$ cat config.mk
export PLATFORM = sky130hd
export DESIGN_NAME = pvsp_port
export DESIGN_NICKNAME = d
export VERILOG_FILES = /design/src/hdl/pvsp_port.v
export VERILOG_INCLUDE_DIRS = /design/src /design/src/hdl
export SDC_FILE = /design/constraint.sdc
export NUM_CORES = 1
export LEC_CHECK = 0
export BUFFER_PORTS_ARGS = -buffer_cell sky130_fd_sc_hd__buf_2
export CELL_PAD_IN_SITES_DETAIL_PLACEMENT = 1
export CELL_PAD_IN_SITES_GLOBAL_PLACEMENT = 2
export CORE_MARGIN = 1
export CORE_UTILIZATION = 43
export DETAILED_ROUTE_END_ITERATION = 7
export GPL_ROUTABILITY_DRIVEN = 0
export PLACE_DENSITY = 0.94
export SLEW_MARGIN = 5
export SYNTH_ARGS = -nofsm -noshare
export SYNTH_HDL_FRONTEND = slang
export SYNTH_SLANG_ARGS = --single-unit
$ cat constraint.sdc
create_clock -name core_clk -period 10.55 [get_ports core_clk]
set_input_delay 2.11 -clock core_clk [delete_from_list [all_inputs] [get_ports core_clk]]
set_output_delay 2.11 -clock core_clk [all_outputs]
set_load 0.02 [all_outputs]
$ cat src/hdl/pvsp_map.vh
// Register map, field positions, reset values and timing constants of the PCM voice slot port
`ifndef PVSP_MAP_VH
`define PVSP_MAP_VH
// Word offsets, one 32-bit register per address
`define PVSP_CTRL_OFS 4'h0
`define PVSP_FMT_OFS 4'h1
`define PVSP_SLOT_OFS 4'h2
`define PVSP_DIV_OFS 4'h3
`define PVSP_STAT_OFS 4'h4
`define PVSP_TX0_OFS 4'h5
`define PVSP_RX0_OFS 4'h8
// Control fields
`define PVSP_CTRL_EN 0
`define PVSP_CTRL_MASTER 1
`define PVSP_CTRL_LONG 2
`define PVSP_CTRL_BURST 3
`define PVSP_CTRL_MODE_LO 4
`define PVSP_CTRL_SLOTS_LO 6
// Format fields
`define PVSP_FMT_SHIFT_LO 0
`define PVSP_FMT_LSB_FIRST 2
`define PVSP_FMT_FILL_LO 3
`define PVSP_FMT_PROG_LO 5
// Reset values
`define PVSP_CTRL_RST 32'h0000_0000
`define PVSP_FMT_RST 32'h0000_0000
`define PVSP_SLOT_RST 32'h0000_0210
`define PVSP_DIV_RST 32'h0000_0030
// Fill codes
`define PVSP_FILL_ZERO 2'h0
`define PVSP_FILL_ONE 2'h1
`define PVSP_FILL_SIGN 2'h2
`define PVSP_FILL_PROG 2'h3
// Modes
`define PVSP_MODE_NB 2'h0
`define PVSP_MODE_WBS 2'h1
`define PVSP_MODE_SBC 2'h2
// Timing
`define PVSP_WORD_BITS 16
`define PVSP_SAMPLE_BITS 13
`define PVSP_LONG_SYNC_BITS 3
`define PVSP_CHANNELS 3
`endif

$ cat src/hdl/pvsp_port.v
// PCM voice slot port: three time-slotted full-duplex channels with Avalon-MM register access
// Functional notes
// - Master drives bit clock and sync; slave takes both as inputs.
// - Up to three full-duplex channels share the port by time slots.
// - Each sample interval holds at most sixteen slots.
// - Slot count 1, 2, 4, 8 or 16 follows the chosen bus rate.
// - A channel sends and receives in the same slot.
// - Data output is released during slots no active channel owns.
// - Output released after falling edge in the slot's last bit.
// - Short or long sync selectable in master and slave roles.
// - Short sync is one bit period high, aligned to rising edge.
// - Slave short sync seen on falling edge; next rising starts slot zero.
// - Long sync is three bit periods high, starting with slot zero bit zero.
// - Narrowband uses 13 of 16 bits, position and order configurable.
// - Spare bits ignored on receive; filled zero, one, sign or programmed when left justified.
// - Reset format is 13-bit two's complement, left justified, MSB first.
// - Wideband transparent typically master, 4 kHz sync, 16-bit words.
// - Wideband transparent also works as slave.
// - SBC-code mode moves linear 16-bit samples at 16 kHz.
// - Burst mode allows a bit clock up to 24 MHz.
// - Burst mode is receive only, with short or long sync.
// - Two ports share pins with the I2S ports, one function at a time.
`timescale 1ns/10ps
`include "pvsp_map.vh"
module pvsp_port #(
   parameter CHANNELS = `PVSP_CHANNELS,
   parameter WORD_BITS = `PVSP_WORD_BITS
) (
   // System
   input wire core_clk,
   input wire reset_n,
   // Avalon-MM slave
   input wire [3:0] avs_address,
   input wire avs_read,
   input wire avs_write,
   input wire [31:0] avs_writedata,
   output reg [31:0] avs_readdata,
   output reg avs_waitrequest,
   // PCM bit clock
   input wire pcm_clk_in,
   output reg pcm_clk_out,
   output reg pcm_clk_oe,
   // PCM frame sync
   input wire pcm_sync_in,
   output reg pcm_sync_out,
   output reg pcm_sync_oe,
   // PCM data
   input wire pcm_data_in,
   output reg pcm_data_out,
   output reg pcm_data_oe,
   // Pin sharing with the audio serial port
   output reg pcm_pins_owned
);

   // Registers
   reg [31:0] ctrl;
   reg [31:0] fmt;
   reg [31:0] slot_map;
   reg [31:0] div;
   reg [15:0] tx_word [0:2];
   reg [15:0] rx_word [0:2];
   reg [2:0] rx_new;
   reg ack;

   // Pin synchronisers
   reg [1:0] clk_meta;
   reg [1:0] sync_meta;
   reg [1:0] din_meta;
   reg clk_prev;

   // Bit engine
   reg [15:0] div_cnt;
   reg [3:0] bit_cnt;
   reg [3:0] slot_cnt;
   reg framed;
   reg sync_seen;
   reg [1:0] long_cnt;
   reg [15:0] tx_shift;
   reg [15:0] rx_shift;
   reg drive_slot;
   reg [1:0] own_ch;
   reg rel_pend;
   // Sync stays high for this many further rising edges after slot zero bit zero
   localparam [1:0] LONG_INIT = `PVSP_LONG_SYNC_BITS - 1;

   wire en = ctrl[`PVSP_CTRL_EN];
   wire master = ctrl[`PVSP_CTRL_MASTER];
   wire long_sync = ctrl[`PVSP_CTRL_LONG];
   wire burst = ctrl[`PVSP_CTRL_BURST];
   wire [1:0] mode = ctrl[`PVSP_CTRL_MODE_LO +: 2];
   wire [2:0] slots_log = ctrl[`PVSP_CTRL_SLOTS_LO +: 3];
   wire [1:0] fmt_shift = fmt[`PVSP_FMT_SHIFT_LO +: 2];
   wire lsb_first = fmt[`PVSP_FMT_LSB_FIRST];
   wire [1:0] fill = fmt[`PVSP_FMT_FILL_LO +: 2];
   wire [2:0] prog = fmt[`PVSP_FMT_PROG_LO +: 3];

   // Slot count as a power of two, capped at sixteen
   function [4:0] pvsp_slots;
      input [2:0] lg;
      begin
         pvsp_slots = (lg > 3'h4) ? 5'h10 : (5'h01 << lg);
      end
   endfunction

   // Channel owning a slot; 2'h3 means unused
   function [1:0] pvsp_owner;
      input [3:0] s;
      input [31:0] map;
      integer k;
      begin
         pvsp_owner = 2'h3;
         for (k = 2; k >= 0; k = k - 1) begin
            if (map[8 + k] && map[k * 4 +: 4] == s)
               pvsp_owner = k[1:0];
         end
      end
   endfunction

   // Transmit word formatting, 13-bit sample placed and padded
   function [15:0] pvsp_pack;
      input [15:0] w;
      input [1:0] md;
      input [1:0] sh;
      input [1:0] fl;
      input [2:0] pg;
      input lsbf;
      reg [15:0] r;
      reg [2:0] pad;
      begin
         r = w;
         pad = 3'h0;
         if (md == `PVSP_MODE_NB) begin
            case (fl)
               `PVSP_FILL_ZERO: pad = 3'h0;
               `PVSP_FILL_ONE: pad = 3'h7;
               `PVSP_FILL_SIGN: pad = {3{w[12]}};
               default: pad = pg;
            endcase
            r = {w[12:0], pad} >> (sh > 2'h3 ? 2'h3 : sh);
            r = r | ({pad, 13'h0000} >> (5'h10 - {3'h0, sh}));
         end
         // Order applied last so fill and shift keep their meaning
         if (lsbf)
            r = pvsp_rev(r);
         pvsp_pack = r;
      end
   endfunction

   // Receive word unpacking, spare bits dropped
   function [15:0] pvsp_unpack;
      input [15:0] w;
      input [1:0] md;
      input [1:0] sh;
      reg [15:0] t;
      begin
         t = w << sh;
         pvsp_unpack = (md == `PVSP_MODE_NB) ? {{3{t[15]}}, t[15:3]} : w;
      end
   endfunction

   // Bit order reversal
   function [15:0] pvsp_rev;
      input [15:0] w;
      integer k;
      begin
         for (k = 0; k < 16; k = k + 1)
            pvsp_rev[k] = w[15 - k];
      end
   endfunction

   // Synchronise pin inputs
   always @(posedge core_clk or negedge reset_n) begin
      if (!reset_n) begin
         clk_meta <= 2'h0;
         sync_meta <= 2'h0;
         din_meta <= 2'h0;
         clk_prev <= 1'b0;
      end else begin
         clk_meta <= {clk_meta[0], pcm_clk_in};
         sync_meta <= {sync_meta[0], pcm_sync_in};
         din_meta <= {din_meta[0], pcm_data_in};
         clk_prev <= clk_meta[1];
      end
   end

   // Bit clock source: own divider as master, pin edges as slave
   wire div_done = (div_cnt == 16'h0000);
   wire m_rise = master && en && div_done && !pcm_clk_out;
   wire m_fall = master && en && div_done && pcm_clk_out;
   wire s_rise = !master && clk_meta[1] && !clk_prev;
   wire s_fall = !master && !clk_meta[1] && clk_prev;
   wire rise = en && (m_rise || s_rise);
   wire fall = en && (m_fall || s_fall);
   wire [4:0] nslots = pvsp_slots(slots_log);
   wire last_bit = (bit_cnt == 4'hf);
   wire last_slot = ({1'b0, slot_cnt} == nslots - 5'h01);
   wire [3:0] next_slot = last_bit ? (last_slot ? 4'h0 : slot_cnt + 4'h1) : slot_cnt;
   wire [1:0] next_own = pvsp_owner(last_bit && last_slot ? 4'h0 : next_slot, slot_map);
   wire frame_end = last_bit && last_slot;
   // Long sync slave starts on the rise that shows sync high; short sync waits for the flag
   wire slave_go = long_sync ? (sync_meta[1] && (!framed || frame_end)) : sync_seen;
   wire frame_go = master ? (!framed || frame_end) : slave_go;
   wire [1:0] first_own = pvsp_owner(4'h0, slot_map);
   wire [1:0] load_own = frame_go ? first_own : next_own;
   wire [1:0] load_idx = (load_own == 2'h3) ? 2'h0 : load_own;
   // Packed here so the first bit leaves on the same rise that loads the word
   wire [15:0] load_word = pvsp_pack(tx_word[load_idx], mode, fmt_shift, fill, prog, lsb_first);
   wire load_drive = !burst && load_own != 2'h3;

   always @(posedge core_clk or negedge reset_n) begin
      if (!reset_n) begin
         div_cnt <= 16'h0000;
         pcm_clk_out <= 1'b0;
         pcm_clk_oe <= 1'b0;
         pcm_sync_out <= 1'b0;
         pcm_sync_oe <= 1'b0;
         pcm_data_out <= 1'b0;
         pcm_data_oe <= 1'b0;
         pcm_pins_owned <= 1'b0;
         bit_cnt <= 4'h0;
         slot_cnt <= 4'h0;
         framed <= 1'b0;
         sync_seen <= 1'b0;
         long_cnt <= 2'h0;
         tx_shift <= 16'h0000;
         rx_shift <= 16'h0000;
         drive_slot <= 1'b0;
         own_ch <= 2'h3;
         rel_pend <= 1'b0;
         rx_new <= 3'h0;
         rx_word[0] <= 16'h0000;
         rx_word[1] <= 16'h0000;
         rx_word[2] <= 16'h0000;
      end else begin
         pcm_pins_owned <= en;
         pcm_clk_oe <= en && master;
         pcm_sync_oe <= en && master;
         if (ack && avs_read && avs_address == `PVSP_STAT_OFS)
            rx_new <= 3'h0;
         if (!en) begin
            framed <= 1'b0;
            sync_seen <= 1'b0;
            pcm_clk_out <= 1'b0;
            pcm_sync_out <= 1'b0;
            pcm_data_oe <= 1'b0;
            div_cnt <= 16'h0000;
            rel_pend <= 1'b0;
         end else begin
            if (master)
               div_cnt <= div_done ? div[15:0] : div_cnt - 16'h0001;
            if (m_rise || m_fall)
               pcm_clk_out <= !pcm_clk_out;
            // Slave short sync sampled on falling edge; long sync is seen high at the rise instead
            if (fall && !master && !long_sync && sync_meta[1])
               sync_seen <= !framed || (last_bit && last_slot);
            // Release one core cycle after the last falling edge; a new owned slot still wins
            rel_pend <= fall && framed && last_bit;
            if (rel_pend)
               pcm_data_oe <= 1'b0;
            if (rise) begin
               sync_seen <= 1'b0;
               if (frame_go) begin
                  framed <= 1'b1;
                  bit_cnt <= 4'h0;
                  slot_cnt <= 4'h0;
                  own_ch <= load_own;
                  long_cnt <= LONG_INIT;
                  // Master sync: one bit short, three bits long, launched with slot zero
                  pcm_sync_out <= master;
               end else if (framed) begin
                  bit_cnt <= bit_cnt + 4'h1;
                  slot_cnt <= next_slot;
                  if (long_cnt != 2'h0)
                     long_cnt <= long_cnt - 2'h1;
                  pcm_sync_out <= master && long_sync && long_cnt != 2'h0;
                  if (last_bit)
                     own_ch <= next_own;
               end
               // Launch on rising edge; a fresh word puts its first bit out at once
               if (frame_go || (framed && last_bit)) begin
                  tx_shift <= {load_word[14:0], 1'b0};
                  pcm_data_out <= load_word[15];
                  drive_slot <= load_drive;
                  pcm_data_oe <= load_drive;
               end else if (framed) begin
                  tx_shift <= {tx_shift[14:0], 1'b0};
                  pcm_data_out <= tx_shift[15];
                  pcm_data_oe <= drive_slot;
               end
            end
            // Capture on falling edge, same slot as transmit
            if (fall && framed && own_ch != 2'h3) begin
               rx_shift <= {rx_shift[14:0], din_meta[1]};
               if (last_bit) begin
                  rx_word[own_ch] <= pvsp_unpack(lsb_first ? pvsp_rev({rx_shift[14:0], din_meta[1]}) :
                     {rx_shift[14:0], din_meta[1]}, mode, fmt_shift);
                  rx_new[own_ch] <= 1'b1;
               end
            end
         end
      end
   end

   // Avalon-MM slave, one wait state per access
   always @(posedge core_clk or negedge reset_n) begin
      if (!reset_n) begin
         ctrl <= `PVSP_CTRL_RST;
         fmt <= `PVSP_FMT_RST;
         slot_map <= `PVSP_SLOT_RST;
         div <= `PVSP_DIV_RST;
         tx_word[0] <= 16'h0000;
         tx_word[1] <= 16'h0000;
         tx_word[2] <= 16'h0000;
         ack <= 1'b0;
         avs_waitrequest <= 1'b1;
         avs_readdata <= 32'h0000_0000;
      end else begin
         ack <= (avs_read || avs_write) && !ack;
         avs_waitrequest <= !((avs_read || avs_write) && !ack);
         if ((avs_read || avs_write) && !ack) begin
            avs_readdata <= 32'h0000_0000;
            if (avs_write) begin
               // Configuration comes only from software
               case (avs_address)
                  `PVSP_CTRL_OFS: ctrl <= {23'h0, avs_writedata[8:0]};
                  `PVSP_FMT_OFS: fmt <= {24'h0, avs_writedata[7:0]};
                  `PVSP_SLOT_OFS: slot_map <= {21'h0, avs_writedata[10:0]};
                  `PVSP_DIV_OFS: div <= {16'h0, avs_writedata[15:0]};
                  4'h5: tx_word[0] <= avs_writedata[15:0];
                  4'h6: tx_word[1] <= avs_writedata[15:0];
                  4'h7: tx_word[2] <= avs_writedata[15:0];
                  default: ;
               endcase
            end else begin
               case (avs_address)
                  `PVSP_CTRL_OFS: avs_readdata <= ctrl;
                  `PVSP_FMT_OFS: avs_readdata <= fmt;
                  `PVSP_SLOT_OFS: avs_readdata <= slot_map;
                  `PVSP_DIV_OFS: avs_readdata <= div;
                  `PVSP_STAT_OFS: avs_readdata <= {24'h0, slot_cnt, framed, rx_new};
                  4'h5: avs_readdata <= {16'h0, tx_word[0]};
                  4'h6: avs_readdata <= {16'h0, tx_word[1]};
                  4'h7: avs_readdata <= {16'h0, tx_word[2]};
                  4'h8: avs_readdata <= {16'h0, rx_word[0]};
                  4'h9: avs_readdata <= {16'h0, rx_word[1]};
                  4'ha: avs_readdata <= {16'h0, rx_word[2]};
                  default: avs_readdata <= 32'h0000_0000;
               endcase
            end
         end
      end
   end

endmodule

==> metrics.yaml <==
dpl_worst_slack_ns: 5.58
antenna_found_initial: 1
critPathLaunch: "bit_cnt[0]"
io_buffers: 50
cts_setup_buffers: 0
synth_top_family_by_area: "compound AO/OA/AOI/OAI gates"
grt_pass1_wl_microns: 69700
grt_pass1_vias: 11900
io_pins: 83
clockBufferDepth: 3
drv_cap: 0
max_freq_mhz: 194
cts_made_buffers: 27
synthAdderAreaFrac: 0.00585
synth_xor_area_frac: 0.00478
crit_type: "reg2reg"
die_x_microns: 175
root_buffer: "clkbuf_16"
ctsHoldBuffers: 0
p_leak_nw: 6.30
setup_viol: 0
placed_area_sq_mm: 0.0134
vdd_drop_max_mv: 0.136
synth_edf_count: 0
path_max_fanout: 18
worstSetupStartpointType: "register"
hold_violations: 0
cts.sinks: 236
tightestPinTransition_ns: 1.21
powerDensity_mw_per_mm2: 247
synthMuxAreaShare: 0.121
wl_microns: 44200
final_antenna_net_count: 0
clock_latency_ns: 0.55
synth_area_sq_mm: 0.0128
drt_iter0_drc: 946
yosys.cell_types.count: 86
final_nets: 1385
grt_overflow_total: 0
synth_ff_type: "dfrtp_1"
post-route-drc-count: 0
skew_ns: 0.0151
first_pass_iters: 6
diodes: 0
drv_slew: 0
cts_tree: "done"
worst_slack_ns: 5.40
dieHeight_microns: 175
utilization: 0.495
syn_inst: 1312
postSynthAreaPerCell_sq_um: 9.79
ctsResizeCount: 0
clk_pin_slew_ns: 0.06
worstSetupEndpointType: "register"
max-slew-margin-rel: 0.187
fin_setup_tns_ns: 0
core_area_sq_mm: 0.0290
initial_core_util: 0.443
grtUsageTotal: 0.293
via_per_inst: 6.45
fillers: 3290
wl_per_cell_microns: 25.4
min_from: "sync_meta[0]"
rsz0062_at_grt: "false"
dp_hpwl_microns: 29700
fin_crit_ns: 5.15
grt_max_degree: 124
ys_async_sr_fraction: 1.00
status: "finished clean"
fin_area_sq_mm: 0.0144
hold_path.class: "reg2reg"
ys_ff_latch: 236
synth_top_area_frac: 0.446
yosysTopAreaCell: "dfrtp_1"
r2r_start: "bit_cnt[0]"
yosysSeqAreaShare: 0.461
synth_compound_gate_area_share: 0.224
critical_path_required_ns: 10.98
synth-simple-area-share: 0.143
layout-drive-gt1-share: 0.203
vias: 11200
area_delta_synth_final_pct: 11.8
die-area_sq_mm: 0.0306
synthTopCellsByArea: "dfrtp_1, mux2_2, nand2_1, o21ai_0, a22oi_1"
ys_warn_count: 0
worstPathArrival_ns: 5.58
fin_crit_sh: 0.488
h-tree-depth: 1
row_count: 62
==> cell usage after synthesis (all sizes together) (5+ instances only) <==
master	n
a2111oi	5
a211oi	9
a21o	8
a21oi	49
a221oi	16
a222oi	13
a22o	27
a22oi	39
a2bb2oi	5
a31oi	5
and2	8
and3	8
buf	29
clkbuf	69
dfrtp	229
dfstp	7
ha	6
inv	18
mux2	121
mux2i	14
nand2	168
nand2b	10
nand3	38
nor2	68
nor2b	17
nor3	35
nor4	10
o211ai	17
o21a	10
o21ai	124
o221ai	6
o22a	6
o22ai	13
o31ai	12
or3	11
==> power breakdown <==
group | total (W) | leakage [nW] | switching, W | internal (W)
Clock | 0.00101 | 0.473 | 0.000390 | 0.000618
Combinational | 0.00128 | 2.74 | 0.000810 | 0.000465
Sequential | 0.00126 | 3.09 | 0.000187 | 0.00107
Total | 0.00354 | 6.30 | 0.00139 | 0.00215
==> layer usage <==
| layer | vias up | wire length [microns] | global-route usage |
|---|---|---|---|
| met4 | 2 | 2140 | 0.132 |
| met2 | 454 | 20900 | 0.481 |
| met1 | 5701 | 18000 | 0.377 |
| met3 | 129 | 3110 | 0.0550 |
| met5 | - | 16 | 0 |
| li1 | 4922 | - | - |
==> path summary, 6_finish.rpt <==
check | slack [ns] | endpoint | cells after the start
worst max register to register | 5.40 | tx_shift[5] | 13
worst min-delay path | 0.36 | sync_meta[1] | 0
worst min register to register | 0.36 | sync_meta[1] | 0
max in group asynchronous | 7.45 | tx_word[20] | 2
min in group asynchronous | 1.61 | long_cnt[0] | 1
worst max-delay path | 5.40 | tx_shift[5] | 13
==> sequential cells by signal, summed over array words and instances, names as in the netlist, 3 cells and up <==
name	count
div	16
avs_readdata	16
slot_map	11
fmt	8
rx_shift	15
rx_word	48
slot_cnt	4
tx_word	48
ctrl	9
div_cnt	16
tx_shift	15
rx_new	3
bit_cnt	4
==> layout by cell type, fill, tap and decap left out, drive strengths merged, types with 37 or more instances in the layout <==
cell type  instances
buf               78
nor2              68
nand2            168
nand3             38
dfrtp            229
o21ai            124
mux2             121
clkbuf            37
a22oi             39
a21oi             49
==> through the flow <==
stage / instances / hold slack, ns / power [W]
global route: 1738 / 0.374 / 0.00372
finish: 1738 / 0.357 / 0.00354
global placement: 1691 / 0.344 / 0.00245
detailed placement: 1691 / 0.342 / 0.00250
CTS: 1738 / 0.364 / 0.00352
floorplan: 1327 / 0.331 / 0.00209
==> cell families after synthesis <==
family                     Yosys count
AOI/OAI and AO/OA                  413
xor gates and xnor gates             7
adders and majority gates            6
buffers and inverters              117
DFF                                236
muxes                              137
other                                1
and+or+nand+nor                    395
==> critical path: stages, from the launching register on <==
cell       delay, ns
dfrtp_1         0.39
ha_1            0.23
and3_1          0.60
nand2_1         0.24
a32oi_1         0.25
o2111ai_1       0.14
or4_4           0.54
o21a_1          0.25
nand2_1         0.63
nand2_2         0.36
o21ai_1         0.69
mux2_2          0.28
a221oi_1        0.10
a211o_1         0.32
==> area by class of cell <==
cell class / instances / area [sq um] / share of cell area
flip-flops and latches: 236 / 5910 / 0.412
clock inverters: 10 / 150 / 0.0105
repair buffers: 78 / 470 / 0.0328
multi-input cells: 974 / 6470 / 0.451
well taps: 384 / 480 / 0.0335
clock buffers: 37 / 793 / 0.0553
inverters: 19 / 71.3 / 0.00497
(Power assumes the default switching activity.)
